[config.mk]
export PLATFORM = sky130hd
export DESIGN_NAME = i2c_reg_master
export DESIGN_NICKNAME = d
export VERILOG_FILES = /design/src/hw/i2c_master_pkg.sv /design/src/hw/byte_link_if.sv /design/src/hw/i2c_bit_engine.sv /design/src/hw/i2c_reg_master.sv
export SDC_FILE = /design/constraint.sdc
export NUM_CORES = 1
export LEC_CHECK = 0
export BUFFER_PORTS_ARGS = -buffer_cell sky130_fd_sc_hd__buf_2
export CORE_AREA = 2 2 94 96
export CTS_CLUSTER_DIAMETER = 60
export CTS_CLUSTER_SIZE = 14
export DETAILED_ROUTE_END_ITERATION = 10
export DIE_AREA = 0 0 96 98
export HOLD_SLACK_MARGIN = 0.1
export PLACE_DENSITY = 0.76
export SLEW_MARGIN = 0
export SYNTH_ARGS = -nofsm -noshare
export SYNTH_HDL_FRONTEND = slang
export SYNTH_SLANG_ARGS = --single-unit
[constraint.sdc]
create_clock -name sys_clk_in -period 2.8 [get_ports sys_clk_in]
set_input_delay 0.14 -clock sys_clk_in [delete_from_list [all_inputs] [get_ports sys_clk_in]]
set_output_delay 0.14 -clock sys_clk_in [all_outputs]
set_load 0.02 [all_outputs]
[src/hw/i2c_master_pkg.sv]
// constants and types shared by the two-wire bus master
package i2c_master_pkg;
    // ------------------------------------------------------------
    // bus timing
    // ------------------------------------------------------------
    localparam int unsigned SYS_CLK_HZ       = 100_000_000;
    localparam int unsigned MAX_BIT_RATE_BPS = 400_000;
    // quarter bit period in system cycles, rounded up so the rate stays at or below the limit
    localparam int unsigned QUARTER_CYCLES   =
        (SYS_CLK_HZ + 4 * MAX_BIT_RATE_BPS - 1) / (4 * MAX_BIT_RATE_BPS);
    localparam int unsigned QUARTER_W        = 8;

    // ------------------------------------------------------------
    // device address byte and register pointer
    // ------------------------------------------------------------
    localparam logic [6:0] TARGET_ADDR      = 7'h75;
    localparam logic       DIR_WRITE        = 1'b0;
    localparam logic       DIR_READ         = 1'b1;
    localparam logic [6:0] POINTER_LAST     = 7'h4f;
    localparam int unsigned POINTER_MSB     = 7;

    // ------------------------------------------------------------
    // bit engine commands and sequencer states
    // ------------------------------------------------------------
    typedef enum logic [2:0] {
        CMD_START = 3'h0,
        CMD_STOP  = 3'h1,
        CMD_WRITE = 3'h2,
        CMD_READ  = 3'h3
    } bit_cmd_t;

    typedef enum logic [9:0] {
        ST_IDLE     = 10'h001,
        ST_START    = 10'h002,
        ST_SEL_W    = 10'h004,
        ST_POINTER  = 10'h008,
        ST_DATA_W   = 10'h010,
        ST_RESTART  = 10'h020,
        ST_SEL_R    = 10'h040,
        ST_DATA_R   = 10'h080,
        ST_STOP     = 10'h100,
        ST_DONE     = 10'h200
    } seq_state_t;
endpackage

[src/hw/byte_link_if.sv]
// command and result signals between the transfer sequencer and the bit engine
`timescale 1ns/10ps
interface byte_link_if;
    logic                      cmd_valid;
    logic                      cmd_ready;
    i2c_master_pkg::bit_cmd_t  cmd;
    logic [7:0]                wdata;
    logic                      send_nack;
    logic                      rsp_valid;
    logic [7:0]                rdata;
    logic                      ack_seen;

    modport seq (
        output cmd_valid,
        input  cmd_ready,
        output cmd,
        output wdata,
        output send_nack,
        input  rsp_valid,
        input  rdata,
        input  ack_seen
    );
    modport eng (
        input  cmd_valid,
        output cmd_ready,
        input  cmd,
        input  wdata,
        input  send_nack,
        output rsp_valid,
        output rdata,
        output ack_seen
    );
endinterface

[src/hw/i2c_bit_engine.sv]
// bit level engine: start, stop, byte write and byte read on the two-wire bus
`timescale 1ns/10ps
module i2c_bit_engine (
    input  wire logic            clk_in,
    input  wire logic            rst_in,
    byte_link_if.eng             link,
    input  wire logic            sda_sync_in,
    output logic                 scl_oe_out,
    output logic                 sda_oe_out
);
    typedef enum logic [3:0] {
        EB_IDLE = 4'h1,
        EB_RUN  = 4'h2,
        EB_RSP  = 4'h4,
        EB_HOLD = 4'h8
    } eng_state_t;

    eng_state_t                  state;
    eng_state_t                  next_state;
    i2c_master_pkg::bit_cmd_t    cmd;
    i2c_master_pkg::bit_cmd_t    next_cmd;
    logic [7:0]                  tick;
    logic [7:0]                  next_tick;
    logic [1:0]                  phase;
    logic [1:0]                  next_phase;
    logic [3:0]                  bitn;
    logic [3:0]                  next_bitn;
    logic [8:0]                  shreg;
    logic [8:0]                  next_shreg;
    logic                        scl_low;
    logic                        next_scl_low;
    logic                        sda_low;
    logic                        next_sda_low;
    logic                        last_q;
    logic                        last_bit;

    assign scl_oe_out      = scl_low;
    assign sda_oe_out      = sda_low;
    assign link.cmd_ready  = (state == EB_IDLE) || (state == EB_HOLD);
    assign link.rsp_valid  = (state == EB_RSP);
    assign link.rdata      = shreg[8:1];
    assign link.ack_seen   = ~shreg[0];
    assign last_q          = (tick == 8'(i2c_master_pkg::QUARTER_CYCLES - 1));
    assign last_bit        = (cmd == i2c_master_pkg::CMD_START) ||
                             (cmd == i2c_master_pkg::CMD_STOP) || (bitn == 4'h8);

    always_comb begin
        next_state   = state;
        next_cmd     = cmd;
        next_tick    = tick;
        next_phase   = phase;
        next_bitn    = bitn;
        next_shreg   = shreg;
        next_scl_low = scl_low;
        next_sda_low = sda_low;
        case (state)
            EB_IDLE, EB_HOLD: begin
                if (link.cmd_valid) begin
                    next_state = EB_RUN;
                    next_cmd   = link.cmd;
                    next_tick  = 8'h00;
                    next_phase = 2'h0;
                    next_bitn  = 4'h0;
                    if (link.cmd == i2c_master_pkg::CMD_WRITE) begin
                        next_shreg = {link.wdata, 1'b1};
                    end else begin
                        next_shreg = {8'hff, link.send_nack};
                    end
                end
            end
            EB_RUN: begin
                next_tick = last_q ? 8'h00 : 8'(tick + 8'h01);
                if (last_q) begin
                    next_phase = 2'(phase + 2'h1);
                    case (cmd)
                        i2c_master_pkg::CMD_START: begin
                            // phase0 release data, 1 raise clock, 2 data falls, 3 clock falls
                            case (phase)
                                2'h0: next_sda_low = 1'b0;
                                2'h1: next_scl_low = 1'b0;
                                2'h2: next_sda_low = 1'b1;
                                default: next_scl_low = 1'b1;
                            endcase
                        end
                        i2c_master_pkg::CMD_STOP: begin
                            case (phase)
                                2'h0: next_sda_low = 1'b1;
                                2'h1: next_scl_low = 1'b0;
                                2'h2: next_sda_low = 1'b0;
                                default: next_sda_low = 1'b0;
                            endcase
                        end
                        default: begin
                            case (phase)
                                2'h0: next_sda_low = ~shreg[8];
                                2'h1: next_scl_low = 1'b0;
                                2'h2: next_shreg   = {shreg[7:0], sda_sync_in};
                                default: begin
                                    next_scl_low = 1'b1;
                                    next_bitn    = 4'(bitn + 4'h1);
                                end
                            endcase
                        end
                    endcase
                    if (phase == 2'h3 && last_bit) begin
                        next_state = EB_RSP;
                    end
                end
            end
            EB_RSP: begin
                next_state = EB_HOLD;
                // release data after a byte so the far end or a stop may drive it
                if (cmd != i2c_master_pkg::CMD_START) begin
                    next_sda_low = 1'b0;
                end
            end
            default: next_state = EB_IDLE;
        endcase
    end

    always_ff @(posedge clk_in or posedge rst_in) begin
        if (rst_in) begin
            state   <= EB_IDLE;
            cmd     <= i2c_master_pkg::CMD_STOP;
            tick    <= 8'h00;
            phase   <= 2'h0;
            bitn    <= 4'h0;
            shreg   <= 9'h1ff;
            scl_low <= 1'b0;
            sda_low <= 1'b0;
        end else begin
            state   <= next_state;
            cmd     <= next_cmd;
            tick    <= next_tick;
            phase   <= next_phase;
            bitn    <= next_bitn;
            shreg   <= next_shreg;
            scl_low <= next_scl_low;
            sda_low <= next_sda_low;
        end
    end
endmodule

[src/hw/i2c_reg_master.sv]
// two-wire bus master that writes and reads registers of the display encoder
// Function
// - only the master drives the clock
// - open-drain lines, idle high
// - bit rate at most 400 kbit/s
// - data falling, clock high: start
// - data changes only while clock low
// - data rising, clock high: stop
// - transmitter releases data during acknowledge clock
// - alternating write: pointer before each data
// - stop or restart ends auto-increment
// - master withholds acknowledge on last read
// - read: select, pointer, restart, select read
// - alternating read: restart and select each step
`timescale 1ns/10ps
module i2c_reg_master (
    input  wire logic            sys_clk_in,
    input  wire logic            rst_in,
    input  wire logic            req_valid_in,
    output logic                 req_ready_out,
    input  wire logic            req_read_in,
    input  wire logic            pointer_step_mode_in,
    input  wire logic [6:0]      reg_index_in,
    input  wire logic [3:0]      count_in,
    input  wire logic [7:0]      wr_data_in,
    output logic                 wr_data_take_out,
    output logic                 rd_valid_out,
    output logic [7:0]           rd_data_out,
    output logic                 done_out,
    output logic                 nack_out,
    output logic                 serial_clock_pin_out,
    output logic                 serial_clock_pin_oe_out,
    input  wire logic            serial_data_pin_in,
    output logic                 serial_data_pin_out,
    output logic                 serial_data_pin_oe_out
);
    // ------------------------------------------------------------
    // pin input synchroniser
    // ------------------------------------------------------------
    logic                        sda_meta;
    logic                        sda_sync;

    always_ff @(posedge sys_clk_in or posedge rst_in) begin
        if (rst_in) begin
            sda_meta <= 1'b1;
            sda_sync <= 1'b1;
        end else begin
            sda_meta <= serial_data_pin_in;
            sda_sync <= sda_meta;
        end
    end

    byte_link_if link ();

    i2c_bit_engine u_engine (
        .clk_in      (sys_clk_in),
        .rst_in      (rst_in),
        .link        (link),
        .sda_sync_in (sda_sync),
        .scl_oe_out  (serial_clock_pin_oe_out),
        .sda_oe_out  (serial_data_pin_oe_out)
    );

    assign serial_clock_pin_out = 1'b0;
    assign serial_data_pin_out  = 1'b0;

    // ------------------------------------------------------------
    // transfer sequencer
    // ------------------------------------------------------------
    function automatic logic [7:0] select_byte(input logic dir);
        select_byte = {i2c_master_pkg::TARGET_ADDR, dir};
    endfunction

    function automatic logic [6:0] step_pointer(input logic [6:0] p);
        step_pointer = (p == i2c_master_pkg::POINTER_LAST) ? 7'h00 : 7'(p + 7'h01);
    endfunction

    i2c_master_pkg::seq_state_t  state;
    i2c_master_pkg::seq_state_t  next_state;
    logic                        issued;
    logic                        next_issued;
    logic                        is_read;
    logic                        next_is_read;
    logic                        auto_mode;
    logic                        next_auto_mode;
    logic [6:0]                  pointer;
    logic [6:0]                  next_pointer;
    logic [3:0]                  remain;
    logic [3:0]                  next_remain;
    logic [7:0]                  rd_data;
    logic [7:0]                  next_rd_data;
    logic                        rd_valid;
    logic                        next_rd_valid;
    logic                        done;
    logic                        next_done;
    logic                        nack;
    logic                        next_nack;
    logic                        pointer_sent;
    logic                        next_pointer_sent;
    logic                        last_byte;

    assign req_ready_out = (state == i2c_master_pkg::ST_IDLE);
    assign rd_valid_out  = rd_valid;
    assign rd_data_out   = rd_data;
    assign done_out      = done;
    assign nack_out      = nack;
    assign last_byte     = (remain == 4'h1);
    assign wr_data_take_out = (state == i2c_master_pkg::ST_DATA_W) && issued && link.rsp_valid;

    always_comb begin
        next_state        = state;
        next_issued       = issued;
        next_is_read      = is_read;
        next_auto_mode    = auto_mode;
        next_pointer      = pointer;
        next_remain       = remain;
        next_rd_data      = rd_data;
        next_rd_valid     = 1'b0;
        next_done         = 1'b0;
        next_nack         = nack;
        next_pointer_sent = pointer_sent;
        link.cmd_valid    = 1'b0;
        link.cmd          = i2c_master_pkg::CMD_STOP;
        link.wdata        = 8'hff;
        link.send_nack    = 1'b0;
        case (state)
            i2c_master_pkg::ST_IDLE: begin
                if (req_valid_in) begin
                    next_state     = i2c_master_pkg::ST_START;
                    next_is_read   = req_read_in;
                    next_auto_mode = pointer_step_mode_in;
                    next_pointer   = reg_index_in;
                    next_remain    = (count_in == 4'h0) ? 4'h1 : count_in;
                    next_nack      = 1'b0;
                    next_issued    = 1'b0;
                end
            end
            i2c_master_pkg::ST_START, i2c_master_pkg::ST_RESTART, i2c_master_pkg::ST_STOP,
            i2c_master_pkg::ST_SEL_W, i2c_master_pkg::ST_SEL_R, i2c_master_pkg::ST_POINTER,
            i2c_master_pkg::ST_DATA_W, i2c_master_pkg::ST_DATA_R: begin
                case (state)
                    i2c_master_pkg::ST_START, i2c_master_pkg::ST_RESTART:
                        link.cmd = i2c_master_pkg::CMD_START;
                    i2c_master_pkg::ST_STOP:
                        link.cmd = i2c_master_pkg::CMD_STOP;
                    i2c_master_pkg::ST_DATA_R:
                        link.cmd = i2c_master_pkg::CMD_READ;
                    default:
                        link.cmd = i2c_master_pkg::CMD_WRITE;
                endcase
                case (state)
                    i2c_master_pkg::ST_SEL_W:  link.wdata = select_byte(i2c_master_pkg::DIR_WRITE);
                    i2c_master_pkg::ST_SEL_R:  link.wdata = select_byte(i2c_master_pkg::DIR_READ);
                    i2c_master_pkg::ST_POINTER: link.wdata = {1'b0, pointer};
                    i2c_master_pkg::ST_DATA_W: link.wdata = wr_data_in;
                    default:                   link.wdata = 8'hff;
                endcase
                // each alternating read ends its own cycle, so its byte is not acknowledged
                link.send_nack = last_byte || !auto_mode;
                link.cmd_valid = ~issued;
                if (!issued && link.cmd_ready) begin
                    next_issued = 1'b1;
                end
                if (issued && link.rsp_valid) begin
                    next_issued = 1'b0;
                    case (state)
                        i2c_master_pkg::ST_START: begin
                            next_state        = i2c_master_pkg::ST_SEL_W;
                            next_pointer_sent = 1'b0;
                        end
                        i2c_master_pkg::ST_RESTART:
                            next_state = pointer_sent ? i2c_master_pkg::ST_SEL_R
                                                      : i2c_master_pkg::ST_SEL_W;
                        i2c_master_pkg::ST_STOP:
                            next_state = i2c_master_pkg::ST_DONE;
                        i2c_master_pkg::ST_SEL_W, i2c_master_pkg::ST_SEL_R: begin
                            if (!link.ack_seen) begin
                                next_nack  = 1'b1;
                                next_state = i2c_master_pkg::ST_STOP;
                            end else if (state == i2c_master_pkg::ST_SEL_R) begin
                                next_state = i2c_master_pkg::ST_DATA_R;
                            end else begin
                                next_state = i2c_master_pkg::ST_POINTER;
                            end
                        end
                        i2c_master_pkg::ST_POINTER: begin
                            next_pointer_sent = 1'b1;
                            if (!link.ack_seen) begin
                                next_nack  = 1'b1;
                                next_state = i2c_master_pkg::ST_STOP;
                            end else if (is_read) begin
                                next_state = i2c_master_pkg::ST_RESTART;
                            end else begin
                                next_state = i2c_master_pkg::ST_DATA_W;
                            end
                        end
                        i2c_master_pkg::ST_DATA_W: begin
                            next_remain = 4'(remain - 4'h1);
                            if (!link.ack_seen) begin
                                next_nack = 1'b1;
                            end
                            if (!link.ack_seen || last_byte) begin
                                next_state = i2c_master_pkg::ST_STOP;
                            end else if (auto_mode && pointer == i2c_master_pkg::POINTER_LAST) begin
                                // device takes the next byte as a fresh pointer
                                next_pointer = 7'h00;
                                next_state   = i2c_master_pkg::ST_POINTER;
                            end else if (auto_mode) begin
                                next_pointer = 7'(pointer + 7'h01);
                            end else begin
                                next_pointer = 7'(pointer + 7'h01);
                                next_state   = i2c_master_pkg::ST_POINTER;
                            end
                        end
                        default: begin
                            next_rd_data  = link.rdata;
                            next_rd_valid = 1'b1;
                            next_remain   = 4'(remain - 4'h1);
                            next_pointer  = step_pointer(pointer);
                            if (last_byte) begin
                                next_state = i2c_master_pkg::ST_STOP;
                            end else if (!auto_mode) begin
                                next_pointer_sent = 1'b0;
                                next_state        = i2c_master_pkg::ST_RESTART;
                            end
                        end
                    endcase
                end
            end
            i2c_master_pkg::ST_DONE: begin
                next_done  = 1'b1;
                next_state = i2c_master_pkg::ST_IDLE;
            end
            default: next_state = i2c_master_pkg::ST_IDLE;
        endcase
    end

    always_ff @(posedge sys_clk_in or posedge rst_in) begin
        if (rst_in) begin
            state        <= i2c_master_pkg::ST_IDLE;
            issued       <= 1'b0;
            is_read      <= 1'b0;
            auto_mode    <= 1'b0;
            pointer      <= 7'h00;
            remain       <= 4'h0;
            rd_data      <= 8'h00;
            rd_valid     <= 1'b0;
            done         <= 1'b0;
            nack         <= 1'b0;
            pointer_sent <= 1'b0;
        end else begin
            state        <= next_state;
            issued       <= next_issued;
            is_read      <= next_is_read;
            auto_mode    <= next_auto_mode;
            pointer      <= next_pointer;
            remain       <= next_remain;
            rd_data      <= next_rd_data;
            rd_valid     <= next_rd_valid;
            done         <= next_done;
            nack         <= next_nack;
            pointer_sent <= next_pointer_sent;
        end
    end
endmodule

==> qor.txt <==
Outcome: finished clean
Overall die area: 9408 um2
RSZ-0062 raised after global routing: false
Fraction of post-synthesis cell area in the top cell type by area: 33.20%
Depth of the CTS H-tree: 3
Area of placed instances: 4478 um2
Number of global-route vias before repair: 3496
Max Root-Sink Buffers: 2
Most used flip-flop cell after synthesis: sky130_fd_sc_hd__dfrtp_1
Count of TritonRoute iterations in the first routing pass: 5
All-layer global routing usage: 22.84%
Worst path max stage delay: 500 ps
Initial antenna violation count: 0
Pwr per Cell Area: 802.1 nW/um2
Clock slew at reported path FFs: 70 ps
Number of distinct library cell variants in the gate-level netlist after synthesis: 76
Number of placement rows: 34
Buffers added on ports: 39
Average routed wire per standard cell: 16.51 um
Fmax: 387.0 MHz
Worst Setup Path Type: reg -> reg
Fraction of the yosys area taken by sequential cells: 42.08%
# Max-Cap Violations: 0
Number of flops mapped to enable cells by yosys: 0
Kind of end point of the critical path: flip-flop
Final weighted congestion in routability-driven placement: 0.9112
Worst Hold Margin: 126.0 ps
First-iteration detailed-routing DRC count: 186
CTS tree: built
CTS sink count: 69
Most common cell after layout, fill and taps aside: sky130_fd_sc_hd__dfrtp_1
Fillers: 743
Vertical extent of the die: 98 um
Worst endpoint data arrival time: 2860 ps
Clock buffer count from CTS: 9
Vias after detailed routing: 3606
Remaining design rule violation count: 0
Fraction of power spent switching nets: 39.73%
Actual slew at the worst max-slew pin: 884.4 ps
Number of hold violations in the final report: 0
Combinational Power Share: 36.8%
Sum of net half-perimeters after detailed placement: 7260 um
Critical Path Slowest Stage Cell: sky130_fd_sc_hd__dfrtp_1
Total net switching power: 1.514 mW
Min Clock Period, post-route: 2584 ps
Total Wirelength: 9956 um
Global-route wire length before repair: 16950 um
Top library cells by usage in the layout, fill and taps aside: sky130_fd_sc_hd__dfrtp_1 (55), sky130_fd_sc_hd__nor2_1 (46), sky130_fd_sc_hd__o21ai_0 (39), sky130_fd_sc_hd__buf_2 (39), sky130_fd_sc_hd__nand2_1 (35)
I/O pin count: 42
Number of warnings reported in the yosys synthesis log: 0
Fraction of layout instances using a drive strength above 1: 24.24%
Final cell utilization of the core: 56.13%
Critical path required time: 3080 ps
Crit path top cell by count: sky130_fd_sc_hd__nand2_1
Worst-case vdd ir drop: 493.7 uV
Pin count of the biggest net entering global routing: 70
Pint: 2.297 mW
Async set-reset flop share out of synthesis: 100.0%
Largest clock skew in the final design: 10.01 ps
Later-pin clock latency in the skew report: 350 ps
Hold crit path type: in -> reg
Hold bufs inserted after CTS: 6
Remaining global-route overflow: 0
#FFs+latches synth: 69
Largest area contributor in the synthesized netlist: sky130_fd_sc_hd__dfrtp_1
Final net count: 526
Diode count: 0
Area inside the core boundary: 8466 um2
Final setup TNS: 0 ps
Number of slew-limit violations in the final report: 0
Category of the worst setup path launch point: flip-flop
Sequential group share of total power: 41.1%
Initial standard-cell utilization of the core: 48.97%
Top cells by area in the synthesized netlist: sky130_fd_sc_hd__dfrtp_1 (33%), sky130_fd_sc_hd__dfstp_2 (8.9%), sky130_fd_sc_hd__o21ai_0 (4.7%)
Die Width: 96 um
Top fanout value on the critical path: 10
Final setup viols: 0
Final non-filler cell area: 4752 um2
Cells along the critical path: nor4_4 > nand2_2 > o21a_1 > nand2_1 > nand2_1 > a221o_1 > o21ai_0
Proportion of power drawn by the clock network: 22.1%
Library cell used as clock root buffer: sky130_fd_sc_hd__clkbuf_8
Number of cells upsized or downsized after cts: 0
Gate Count Post-Synth: 438
Period Utilization, post-route: 92.29%
Cell area after synthesis: 4145 um2
Post-CTS setup repair buffer count: 0
Number of antenna-violating nets in the routed design: 0
Average footprint of a synthesized cell: 9.464 um2
Worst-case headroom to the max-slew limit: 41.04%
Vias per cell: 5.980
Area growth from synthesis to layout: 14.64%
Leakage Power: 2.087 nW
state kept, by name (all words and copies together), names as in the netlist:
register and count:
state 10, u_engine.shreg 9, rd_data_out 8, u_engine.tick 8, pointer 7, remain 4
u_engine.bitn 4, u_engine.state 4, u_engine.cmd 2, u_engine.phase 2, auto_mode 1, done_out 1
is_read 1, issued 1, nack_out 1, pointer_sent 1, rd_valid_out 1, sda_meta 1
sda_sync 1, u_engine.scl_oe_out 1, u_engine.sda_oe_out 1
metrics by stage:
| stage | power, mW | instances | setup WS [ps] |
|---|---|---|---|
| after floorplan | 2.571 | 439 | 492.1 |
| after global placement | 2.884 | 580 | 329.6 |
| after detailed placement | 2.946 | 580 | 275.8 |
| after CTS | 3.804 | 602 | 255.4 |
| after global routing | 4.067 | 603 | 20.05 |
| final | 3.812 | 603 | 215.9 |
synthesized netlist by cell type, types with 2 or more instances:
library cell / instances
sky130_fd_sc_hd__a21oi_1: 24
sky130_fd_sc_hd__or3_1: 2
sky130_fd_sc_hd__nor2b_1: 6
sky130_fd_sc_hd__nor4_1: 3
sky130_fd_sc_hd__o31ai_1: 5
sky130_fd_sc_hd__nor2_1: 46
sky130_fd_sc_hd__o221ai_1: 2
sky130_fd_sc_hd__ha_1: 11
sky130_fd_sc_hd__dfstp_2: 14
sky130_fd_sc_hd__o21ai_0: 39
sky130_fd_sc_hd__o21a_1: 3
sky130_fd_sc_hd__o22a_1: 2
sky130_fd_sc_hd__nand2b_1: 4
sky130_fd_sc_hd__nand3_1: 11
sky130_fd_sc_hd__nor3b_1: 3
sky130_fd_sc_hd__buf_2: 9
sky130_fd_sc_hd__and3_1: 6
sky130_fd_sc_hd__a32o_1: 2
sky130_fd_sc_hd__nand2_1: 35
sky130_fd_sc_hd__a22o_1: 8
sky130_fd_sc_hd__buf_4: 2
sky130_fd_sc_hd__xnor2_1: 3
sky130_fd_sc_hd__and4_1: 2
sky130_fd_sc_hd__a221oi_1: 3
sky130_fd_sc_hd__a2111oi_0: 2
sky130_fd_sc_hd__a31oi_1: 7
sky130_fd_sc_hd__nor3_1: 12
sky130_fd_sc_hd__nand4_1: 10
sky130_fd_sc_hd__mux2_2: 15
sky130_fd_sc_hd__and2_1: 5
sky130_fd_sc_hd__a21o_1: 5
sky130_fd_sc_hd__nor4b_1: 3
sky130_fd_sc_hd__clkbuf_1: 8
sky130_fd_sc_hd__mux2_1: 4
sky130_fd_sc_hd__inv_1: 15
sky130_fd_sc_hd__nor3_4: 3
sky130_fd_sc_hd__o21ai_1: 4
sky130_fd_sc_hd__o41ai_1: 3
sky130_fd_sc_hd__xor2_1: 4
sky130_fd_sc_hd__dfrtp_1: 55
sky130_fd_sc_hd__nand3b_1: 2
sky130_fd_sc_hd__nor2_8: 2
layer usage:
metal	share of wire (%)	vias up	GRT usage [%]
li1	-	1710	-
met5	0	-	0
met2	49	106	36.81
met4	1.9	0	7.473
met3	4.0	23	5.170
met1	45	1767	30.25
layout make-up:
type	count	area, um2	area share (%)
tap	108	135.1	2.844
clock inverter	3	45.04	0.9479
timing repair buffer	62	385.4	8.110
sequential	69	1744	36.70
multi-input combinational	333	2227	46.87
clock buffer	13	158.9	3.344
inverter	15	56.30	1.185
power groups by stage:
stage                     registers [mW]  logic, mW  clock network [mW]
after floorplan                     1.42       1.15                   0
after global routing                1.60       1.55               0.910
after detailed placement            1.57       1.37                   0
after CTS                           1.55       1.39               0.864
after global placement              1.55       1.33                   0
final                               1.56       1.40               0.843
worst max-delay path: cells and delay by family (launching register included):
kind             cells  cell delay [ps]
flip-flops           1              500
AO/OA/AOI/OAI        3              760
AND/OR/NAND/NOR      4             1260
final timing paths:
| kind | start | endpoint | slack, ps | cells after the start |
|---|---|---|---|---|
| setup / recovery | state[5] | u_engine.shreg[1] | 220 | 7 |
| hold / removal | count_in[2] | remain[2] | 130 | 3 |
| setup reg to reg | state[5] | u_engine.shreg[1] | 220 | 7 |
| hold reg to reg | sda_meta | sda_sync | 360 | 0 |
| max in group asynchronous | rst_in | state[7] | 1620 | 4 |
| min in group asynchronous | rst_in | u_engine.tick[2] | 570 | 4 |
cells by family (layout without fill, tap and decap cells):
kind of cell / count (synthesis) / in the layout / synth area share, %
flops: 69 / 69 / 42.08
mux: 21 / 21 / 5.765
fa+ha+maj: 11 / 11 / 3.320
xor+xnor: 7 / 7 / 1.479
compound gates: 124 / 124 / 19.65
simple gates: 168 / 168 / 23.33
other cells: 1 / 2 / 0.09047
buf+inv: 37 / 93 / 4.286
Power figures use the tool's default switching activity.
